==> src/shared/hif_defs.svh <==
`ifndef HIF_DEFS_SVH
`define HIF_DEFS_SVH
// Register offsets of the host's own register port.
`define HIF_REG_CFG 4'h0
`define HIF_REG_CMD 4'h4
`define HIF_REG_STAT 4'h8
`define HIF_REG_RES 4'hc
// Control word fields, bit 5 goes out first.
`define HIF_CFG_CH_LSB 3
`define HIF_CFG_SOFT 2
`define HIF_CFG_STBY 1
`define HIF_CFG_FMT 0
`define HIF_CFG_RST 6'h00
// Command and status fields.
`define HIF_CMD_GO 0
`define HIF_STAT_BUSY 0
`define HIF_STAT_DONE 1
`define HIF_STAT_MODE 2
`define HIF_STAT_TOUT 3
// Timing.
`define HIF_CLK_NS 25
`define HIF_CONV_NS 1600
`define HIF_CONV_CYC ((`HIF_CONV_NS + `HIF_CLK_NS - 1) / `HIF_CLK_NS)
`define HIF_TOUT_CYC (4 * `HIF_CONV_CYC)
`define HIF_STROBE_CYC 2
`define HIF_RD_CYC 4
`define HIF_SER_BITS 16
`define HIF_CTL_BITS 6
`endif

==> src/shared/hif_pkg.sv <==
package hif_pkg;
    // Parallel-side pins driven by the host.
    typedef struct packed {
        logic cs_n;
        logic rd_n;
        logic wr_n;
        logic sample_trigger_n;
        logic [11:0] db;
        logic db_oe;
    } hif_par_t;
    // Serial-side pins driven by the host.
    typedef struct packed {
        logic sclk;
        logic serial_read_frame_n;
        logic serial_write_frame_n;
        logic sdin;
    } hif_ser_t;
    // Sequencer states.
    typedef enum logic [2:0] {
        ST_IDLE, ST_P_ADDR, ST_P_TRIG, ST_P_WAIT, ST_P_READ, ST_S_XFER, ST_S_END
    } hif_state_t;
endpackage

==> src/design/hif_adc_host.sv <==
`timescale 1ns/1ps
`include "hif_defs.svh"
module hif_adc_host #(
    parameter int SCLK_HALF = 4,
    parameter int TOUT_CYC = `HIF_TOUT_CYC
) (
    input wire logic i_clk,
    input wire logic i_rstn,
    input wire logic i_mode,
    input wire logic i_eoc_n,
    input wire logic [11:0] i_db,
    input wire logic i_sdout,
    input wire logic [3:0] i_addr,
    input wire logic [31:0] i_wdata,
    input wire logic i_wr,
    input wire logic i_rd,
    output logic [31:0] o_rdata,
    output hif_pkg::hif_par_t o_par,
    output hif_pkg::hif_ser_t o_ser,
    output logic o_busy
);
    if (TOUT_CYC < `HIF_CONV_CYC || TOUT_CYC > 65535) begin : g_chk
        $error("TOUT_CYC out of range");
    end

    logic [14:0] sync_q; // Synchronised pins: mode, done line, data, serial out.
    logic mode_s; // Synchronised mode strap.
    logic eoc_n_s; // Synchronised done line.
    logic [11:0] db_s; // Synchronised parallel data.
    logic sdout_s; // Synchronised serial out.
    hif_pkg::hif_state_t state; // Sequencer state.
    logic [5:0] cfg; // Control word that software sets up.
    logic [5:0] tx; // Control word snapshot taken at start.
    logic [15:0] rx; // Serial receive shifter.
    logic [15:0] result; // Last complete result word.
    logic [15:0] cnt; // Strobe widths and done-line timeout.
    logic [4:0] nfall; // Falling serial edges seen in this frame.
    logic [4:0] nrise; // Rising serial edges seen in this frame.
    logic mode; // Mode caught when a sequence starts.
    logic done; // Sticky completion flag.
    logic tout; // Sticky timeout flag.
    logic start; // Software start, taken only when idle.
    logic stat_wr; // Write to the status register.
    logic sclk_run; // Serial clock enable.
    logic sclk_rise; // Serial clock rises on this edge.
    logic sclk_fall; // Serial clock falls on this edge.
    logic sclk; // Serial clock pin value.
    logic finish; // Sequence completes on this edge.
    logic rd_frame_n; // Read frame pin value.
    logic wr_frame_n; // Write frame pin value.
    logic sdin_q; // Serial data towards the converter.

    hif_sync #(.WIDTH(15)) u_sync (
        .i_clk(i_clk),
        .i_rstn(i_rstn),
        .i_d({i_mode, i_eoc_n, i_db, i_sdout}),
        .o_q(sync_q)
    );
    assign {mode_s, eoc_n_s, db_s, sdout_s} = sync_q;

    hif_sclk_gen #(.HALF(SCLK_HALF)) u_sclk (
        .i_clk(i_clk),
        .i_rstn(i_rstn),
        .i_run(sclk_run),
        .o_sclk(sclk),
        .o_rise(sclk_rise),
        .o_fall(sclk_fall)
    );

    // The host makes the serial clock itself and runs it only inside a frame.
    assign sclk_run = (state == hif_pkg::ST_S_XFER) && (nfall != 5'(`HIF_SER_BITS));
    assign start = i_wr && (i_addr == `HIF_REG_CMD) && i_wdata[`HIF_CMD_GO] && (state == hif_pkg::ST_IDLE);
    assign stat_wr = i_wr && (i_addr == `HIF_REG_STAT);
    assign finish = (state == hif_pkg::ST_S_END) ||
                    (state == hif_pkg::ST_P_READ && cnt == 16'(`HIF_RD_CYC - 1));
    assign o_busy = (state != hif_pkg::ST_IDLE);

    // Configuration register; the control word is sent as written.
    always_ff @(posedge i_clk or negedge i_rstn) begin
        if (!i_rstn) begin
            cfg <= `HIF_CFG_RST;
        end else if (i_wr && i_addr == `HIF_REG_CFG) begin
            cfg <= i_wdata[5:0]; // Address, soft start, standby, format.
        end
    end

    // Read port: data appear in the cycle after the read strobe only.
    always_ff @(posedge i_clk or negedge i_rstn) begin
        if (!i_rstn) begin
            o_rdata <= 32'h0000_0000;
        end else if (i_rd) begin
            unique case (i_addr)
                `HIF_REG_CFG: o_rdata <= {26'h0, cfg};
                `HIF_REG_STAT: o_rdata <= {28'h0, tout, mode, done, o_busy};
                `HIF_REG_RES: o_rdata <= {16'h0, result};
                default: o_rdata <= 32'h0000_0000; // Unmapped offsets read zero.
            endcase
        end else begin
            o_rdata <= 32'h0000_0000;
        end
    end

    // Sticky flags: an event in the clearing cycle wins over the clear.
    always_ff @(posedge i_clk or negedge i_rstn) begin
        if (!i_rstn) begin
            done <= 1'b0;
            tout <= 1'b0;
        end else begin
            if (finish) begin
                done <= 1'b1;
            end else if (stat_wr && i_wdata[`HIF_STAT_DONE]) begin
                done <= 1'b0;
            end
            if (state == hif_pkg::ST_P_WAIT && cnt == 16'(TOUT_CYC - 1) && eoc_n_s) begin
                tout <= 1'b1;
            end else if (stat_wr && i_wdata[`HIF_STAT_TOUT]) begin
                tout <= 1'b0;
            end
        end
    end

    // Sequencer. The mode strap is only looked at when a sequence starts,
    // so a strap that moves mid-transfer cannot tear a sequence in half.
    always_ff @(posedge i_clk or negedge i_rstn) begin
        if (!i_rstn) begin
            state <= hif_pkg::ST_IDLE;
            mode <= 1'b0;
            tx <= `HIF_CFG_RST;
            cnt <= 16'h0000;
        end else begin
            unique case (state)
                hif_pkg::ST_IDLE: begin
                    cnt <= 16'h0000;
                    if (start) begin
                        mode <= mode_s;
                        tx <= cfg;
                        state <= mode_s ? hif_pkg::ST_P_ADDR : hif_pkg::ST_S_XFER;
                    end
                end
                hif_pkg::ST_P_ADDR: begin
                    // Store strobe low; its rising edge latches the address.
                    if (cnt == 16'(`HIF_STROBE_CYC - 1)) begin
                        cnt <= 16'h0000;
                        // A soft start needs no trigger pulse from the host.
                        state <= tx[`HIF_CFG_SOFT] ? hif_pkg::ST_P_WAIT : hif_pkg::ST_P_TRIG;
                    end else begin
                        cnt <= cnt + 16'h0001;
                    end
                end
                hif_pkg::ST_P_TRIG: begin
                    if (cnt == 16'(`HIF_STROBE_CYC - 1)) begin
                        cnt <= 16'h0000;
                        state <= hif_pkg::ST_P_WAIT;
                    end else begin
                        cnt <= cnt + 16'h0001;
                    end
                end
                hif_pkg::ST_P_WAIT: begin
                    // A done pulse starts the read at once.
                    if (!eoc_n_s) begin
                        cnt <= 16'h0000;
                        state <= hif_pkg::ST_P_READ;
                    end else if (cnt == 16'(TOUT_CYC - 1)) begin
                        state <= hif_pkg::ST_IDLE; // No done pulse: give up.
                    end else begin
                        cnt <= cnt + 16'h0001;
                    end
                end
                hif_pkg::ST_P_READ: begin
                    // Held long enough for the data to cross the synchroniser.
                    if (cnt == 16'(`HIF_RD_CYC - 1)) begin
                        state <= hif_pkg::ST_IDLE;
                    end else begin
                        cnt <= cnt + 16'h0001;
                    end
                end
                hif_pkg::ST_S_XFER: begin
                    if (nfall == 5'(`HIF_SER_BITS)) begin
                        state <= hif_pkg::ST_S_END;
                    end
                end
                hif_pkg::ST_S_END: begin
                    state <= hif_pkg::ST_IDLE;
                end
            endcase
        end
    end

    // Serial bit counters and the receive shifter.
    always_ff @(posedge i_clk or negedge i_rstn) begin
        if (!i_rstn) begin
            nfall <= 5'h00;
            nrise <= 5'h00;
            rx <= 16'h0000;
        end else if (state != hif_pkg::ST_S_XFER) begin
            nfall <= 5'h00;
            nrise <= 5'h00;
        end else begin
            if (sclk_rise) begin
                nrise <= nrise + 5'h01;
            end
            if (sclk_fall) begin
                nfall <= nfall + 5'h01;
                rx <= {rx[14:0], sdout_s}; // Sampled on the falling edge.
            end
        end
    end

    // Result word: parallel reads are padded to the serial layout.
    always_ff @(posedge i_clk or negedge i_rstn) begin
        if (!i_rstn) begin
            result <= 16'h0000;
        end else if (state == hif_pkg::ST_S_END) begin
            result <= rx;
        end else if (state == hif_pkg::ST_P_READ && cnt == 16'(`HIF_RD_CYC - 1)) begin
            result <= {tx[`HIF_CFG_FMT], tx[5:3], db_s};
        end
    end

    // Serial pins. Both frames move together, so one frame writes the
    // control word and reads the last result.
    always_ff @(posedge i_clk or negedge i_rstn) begin
        if (!i_rstn) begin
            rd_frame_n <= 1'b1;
            wr_frame_n <= 1'b1;
            sdin_q <= 1'b0;
        end else begin
            // Frames fall on entry and stay low to the last bit.
            rd_frame_n <= !(next_frame(state, start, mode_s));
            wr_frame_n <= !(next_frame(state, start, mode_s));
            if (sclk_rise) begin
                // Bit changes on the rise, so it is settled at the fall.
                sdin_q <= (nrise < 5'(`HIF_CTL_BITS)) ? tx[3'(5 - nrise)] : 1'b0;
            end else if (state != hif_pkg::ST_S_XFER) begin
                sdin_q <= 1'b0;
            end
        end
    end
    // One driver for the whole bundle keeps the serial pins in a single process each.
    assign o_ser = '{sclk: sclk, serial_read_frame_n: rd_frame_n, serial_write_frame_n: wr_frame_n, sdin: sdin_q};

    function automatic logic next_frame(input hif_pkg::hif_state_t s, input logic go, input logic m);
        next_frame = (s == hif_pkg::ST_S_XFER && nfall != 5'(`HIF_SER_BITS)) || (go && !m);
    endfunction

    // Parallel pins. Outside the parallel sequence every strobe stays high
    // and the lines are driven low, which also covers serial mode.
    always_ff @(posedge i_clk or negedge i_rstn) begin
        if (!i_rstn) begin
            o_par <= '{cs_n: 1'b1, rd_n: 1'b1, wr_n: 1'b1, sample_trigger_n: 1'b1, db: 12'h000, db_oe: 1'b1};
        end else begin
            o_par.wr_n <= !(state == hif_pkg::ST_IDLE ? (start && mode_s) :
                           (state == hif_pkg::ST_P_ADDR && cnt != 16'(`HIF_STROBE_CYC - 1)));
            o_par.sample_trigger_n <= !(state == hif_pkg::ST_P_TRIG && cnt != 16'(`HIF_STROBE_CYC - 1));
            o_par.cs_n <= !(state == hif_pkg::ST_P_WAIT ? !eoc_n_s :
                           (state == hif_pkg::ST_P_READ && cnt != 16'(`HIF_RD_CYC - 1)));
            o_par.rd_n <= !(state == hif_pkg::ST_P_WAIT ? !eoc_n_s :
                           (state == hif_pkg::ST_P_READ && cnt != 16'(`HIF_RD_CYC - 1)));
            // The control word is driven while the store strobe is low.
            if (state == hif_pkg::ST_IDLE && start && mode_s) begin
                o_par.db <= {6'h00, cfg};
                o_par.db_oe <= 1'b1;
            end else if (state == hif_pkg::ST_P_WAIT && !eoc_n_s) begin
                o_par.db <= 12'h000;
                o_par.db_oe <= 1'b0; // Device owns the lines while reading.
            end else if (state == hif_pkg::ST_P_READ) begin
                o_par.db_oe <= (cnt == 16'(`HIF_RD_CYC - 1));
            end else if (state != hif_pkg::ST_P_ADDR) begin
                o_par.db <= 12'h000;
                o_par.db_oe <= 1'b1;
            end
        end
    end
endmodule

==> src/design/hif_sclk_gen.sv <==
`timescale 1ns/1ps
// Serial clock divider; idles low and starts with a full low half period.
module hif_sclk_gen #(
    parameter int HALF = 4
) (
    input wire logic i_clk,
    input wire logic i_rstn,
    input wire logic i_run,
    output logic o_sclk,
    output logic o_rise,
    output logic o_fall
);
    logic [7:0] cnt; // Cycles into the current half period.
    logic wrap; // Last cycle of a half period.

    if (HALF < 4 || HALF > 255) begin : g_chk
        $error("HALF must lie in 4..255");
    end

    assign wrap = i_run && (cnt == 8'(HALF - 1));
    // The edge pulses flag the clock edge on which the pin toggles.
    assign o_rise = wrap && !o_sclk;
    assign o_fall = wrap && o_sclk;

    // Half-period counter; cleared whenever the clock is stopped.
    always_ff @(posedge i_clk or negedge i_rstn) begin
        if (!i_rstn) begin
            cnt <= 8'h00;
            o_sclk <= 1'b0;
        end else if (!i_run) begin
            cnt <= 8'h00;
            o_sclk <= 1'b0;
        end else if (wrap) begin
            cnt <= 8'h00;
            o_sclk <= !o_sclk;
        end else begin
            cnt <= cnt + 8'h01;
        end
    end
endmodule

==> src/design/hif_sync.sv <==
`timescale 1ns/1ps
// Two-flop synchroniser for pins from outside the clock domain.
module hif_sync #(
    parameter int WIDTH = 1
) (
    input wire logic i_clk,
    input wire logic i_rstn,
    input wire logic [WIDTH-1:0] i_d,
    output logic [WIDTH-1:0] o_q
);
    logic [WIDTH-1:0] meta; // First stage, read only by the second.

    // Both stages reset to zero; callers treat early values as idle.
    always_ff @(posedge i_clk or negedge i_rstn) begin
        if (!i_rstn) begin
            meta <= '0;
            o_q <= '0;
        end else begin
            meta <= i_d;
            o_q <= meta;
        end
    end
endmodule

==> config.mk <==
export PLATFORM = sky130hd
export DESIGN_NAME = hif_adc_host
export DESIGN_NICKNAME = d
export VERILOG_FILES = /design/src/shared/hif_pkg.sv /design/src/design/hif_adc_host.sv /design/src/design/hif_sclk_gen.sv /design/src/design/hif_sync.sv
export VERILOG_INCLUDE_DIRS = /design/src /design/src/shared
export SDC_FILE = /design/constraint.sdc
export NUM_CORES = 1
export LEC_CHECK = 0
export BUFFER_PORTS_ARGS = -buffer_cell sky130_fd_sc_hd__buf_2
export CAP_MARGIN = 20
export CORE_ASPECT_RATIO = 0.8
export CORE_UTILIZATION = 45
export CTS_CLUSTER_DIAMETER = 30
export DETAILED_ROUTE_END_ITERATION = 10
export PLACE_DENSITY = 0.67
export SLEW_MARGIN = 15
export SYNTH_ARGS = -nofsm -noshare
export SYNTH_HDL_FRONTEND = slang
export SYNTH_SLANG_ARGS = --single-unit
==> constraint.sdc <==
create_clock -name i_clk -period 6.5 [get_ports i_clk]
set_input_delay 0.65 -clock i_clk [delete_from_list [all_inputs] [get_ports i_clk]]
set_output_delay 0.65 -clock i_clk [all_outputs]
set_load 0.03 [all_outputs]
==> metrics.yaml <==
antenna_found_initial: 1
synth_area_leaders: "dfrtp_1 (56%), nand2_1 (5.8%), buf_4 (3.3%), mux2i_1 (2.9%), mux2_2 (2.9%)"
vias_per_cell: 5.32
cts_buffers: 17
drt-initial-drc-count: 343
worstReg2RegStart: "u_sclk.cnt[0]$_DFF_PN0_"
clock_path_buffers: 2
start_util: 0.470
status: "completed"
port_buffers: 60
crit_arrival_ns: 3.04
end_kind: "flop"
cts.reportedPaths.clkPinSlew_ns: 0.06
hp-class: "input port to asynchronous set/reset pin"
hold_buffers: 0
fin_crit_ns: 2.75
grt_use_total: 0.193
nNetsFinal: 675
die_w_um: 133
grt_use_met2: 0.279
async_flop_share: 1.00
power_uw: 2540
rsz0062_at_grt: "no"
fin_cells: 802
routabilityCongestion: 0.840
fillers: 1173
cts_post_setup_buffers_inserted: 0
grt_pass1_wl_mm: 20.9
synth_edf_count: 0
rrSetupSlack_ns: 3.75
drtPass1Iterations: 5
critPathRequiredTime_ns: 6.79
clock_skew_ns: 0.0113
p_comb_frac: 0.200
grt_max_degree: 90
ctsResizeCount: 0
core_sq_mm: 0.0131
critPathLaunchType: "flop"
dpl.hpwl_mm: 8.41
grtUsageMet1: 0.283
overflow: 0
dp.cells: 769
die_h_um: 106
power_density_mw_per_mm2: 360
maxSlewViolCount: 0
ctsRootBufferMaster: "clkbuf_16"
power.switching_uw: 785
max_cap_viol_count: 0
post_drt_wl_per_cell_um: 15.6
routed_wl_mm: 12.5
ff2ff_path_depth: 7
grtUsageMet3: 0.0429
synth.most_common_cell: "dfrtp_1"
route.detailed.drc: 0
setup_tns_ns: 0
worst_pin_slew_ns: 1.01
peakVddDrop_mv: 0.202
cpPeakStageDelay_ns: 0.69
synth_common_cells: "dfrtp_1 (138), nand2_1 (94), nor2_1 (37)"
worstSkewPairLatency_ns: 0.41
cts_sinks: 143
swShare: 0.309
grt.busiest_layer: "met1"
htree_levels: 4
p_int_uw: 1750
synth_seq_cells: 143
area_growth_pct: 15.1
clock.fmax_ghz: 0.363
drive_gt1_frac: 0.201
ant_nets: 0
reg2reg_to: "nfall[3]$_DFFE_PN0P_"
yosysUniqueCellTypes: 65
crit_chain: "ha_1 > or4b_2 > nor4_4 > and3_1 > nand4_1 > xor2_1 > nor2_1"
final-hold-violation-count: 0
p_leak_uw: 0.00326
netlist_instances: 558
critical_path.max_fanout: 19
path_class: "flop to flop"
ioPinCount: 109
via_count: 4267
synth_top_area_frac: 0.563
dieArea_sq_mm: 0.0141
synth.cell_area_sq_mm: 0.00613
final-setup-viol-count: 0
relSlewSlack: 0.323
yosys_warnings: 0
rows: 37
synth_ff_type: "dfrtp_1"
ys_seq_area_frac: 0.584
cts_tree: "yes"
grt_pass1_vias: 4133
seqPwrFrac: 0.421
syn_avg_cell_area_sq_um: 11.0
synth_top_area_cell: "dfrtp_1"
slowest_stage: "and3_1"
p_clk_frac: 0.379
finalCritPeriodShare: 0.423
## layer usage
metal,up-vias,part of all wire
li1,1989,-
met1,2130,0.49
met2,128,0.44
met3,20,0.049
met4,0,0.016
met5,-,0
## layout by cell type, fill, tap and decap left out, types with 3 or more instances in the layout
cell | synthesis | layout
and2_1 | 11 | 11
xnor2_1 | 5 | 5
o22ai_1 | 3 | 3
xor2_1 | 10 | 10
nor2_1 | 37 | 37
nor3_1 | 12 | 12
nand4_1 | 9 | 9
mux2_2 | 16 | 16
dfstp_2 | 5 | 5
nor4_1 | 3 | 3
inv_1 | 12 | 12
clkbuf_8 | 0 | 4
a22o_1 | 14 | 14
a21oi_1 | 8 | 8
clkbuf_16 | 0 | 17
nor2b_1 | 3 | 3
o21ai_0 | 33 | 33
ha_1 | 7 | 7
nand3_1 | 22 | 22
dfrtp_1 | 138 | 138
mux2i_1 | 18 | 18
a22oi_1 | 4 | 4
buf_2 | 4 | 59
conb_1 | 1 | 22
nand2_1 | 94 | 94
clkinv_2 | 0 | 3
## metrics by stage
step | hold slack (ns) | worst slack (ns) | area (sq um) | utilization
after global placement | 0.334 | 3.67 | 6460 | 0.495
after global routing | 0.326 | 3.54 | 7060 | 0.541
final | 0.279 | 3.75 | 7060 | 0.541
after floorplan | 0.331 | 4.14 | 6210 | -
after detailed placement | 0.336 | 3.62 | 6460 | 0.495
after CTS | 0.312 | 3.72 | 7060 | 0.540
## kinds of logic after synthesis
family	after synthesis	synth area share
fa+ha+maj	7	0.0143
compound gates	84	0.0928
xor+xnor	15	0.0214
buf+inv	59	0.0547
simple gates	214	0.169
mux	35	0.0624
other cells	1	0.000611
flops	143	0.584
## critical path, delay by kind of cell (launching register included)
family	cells	cell delay (ns)
simple gates	5	1.84
flops	1	0.38
fa+ha+maj	1	0.23
xor+xnor	1	0.17
## how the worst max path moves through the flow
stage / startpoint / cells past startpoint / to
after floorplan: i_addr[1] / 7 / o_par[1]$_DFFE_PN0P_
after global placement: i_addr[1] / 6 / o_par[3]$_DFFE_PN0P_
after detailed placement: i_addr[1] / 6 / o_par[6]$_DFFE_PN0P_
after CTS: u_sclk.cnt[0]$_DFF_PN0_ / 7 / nfall[3]$_DFFE_PN0P_
after global routing: cnt[11]$_DFFE_PN0P_ / 6 / result[9]$_DFFE_PN0P_
final: u_sclk.cnt[0]$_DFF_PN0_ / 7 / nfall[3]$_DFFE_PN0P_
## power groups by stage
| stage | Combinational [uW] | Sequential (uW) | Clock (uW) |
|---|---|---|---|
| 3_3_place_gp | 491 | 1080 | 0 |
| 4_1_cts | 506 | 1070 | 978 |
| 3_5_place_dp | 503 | 1080 | 0 |
| 6_report | 507 | 1070 | 963 |
| 2_1_floorplan | 406 | 1060 | 0 |
| 5_1_grt | 563 | 1080 | 1020 |
## flip-flops by register name (all words and copies together), names as in the netlist, 5 cells and up
| name | cells |
|---|---|
| o_par | 10 |
| u_sync.o_q | 15 |
| u_sclk.cnt | 8 |
| nrise | 5 |
| result | 16 |
| u_sync.meta | 15 |
| cnt | 16 |
| cfg | 6 |
| rx | 16 |
| o_rdata | 16 |
| nfall | 5 |
| tx | 6 |
## area by class of cell
type / count / area (sq um) / area share
Inverter: 13 / 48.8 / 0.00691
Clock inverter: 9 / 108 / 0.0152
Tap cell: 175 / 219 / 0.0310
Timing Repair Buffer: 61 / 314 / 0.0445
Sequential cell: 143 / 3580 / 0.508
Multi-Input combinational cell: 377 / 2290 / 0.325
Clock buffer: 23 / 488 / 0.0691
Antenna cell: 1 / 2.50 / 0.000355
Power figures use the tool's default switching activity.
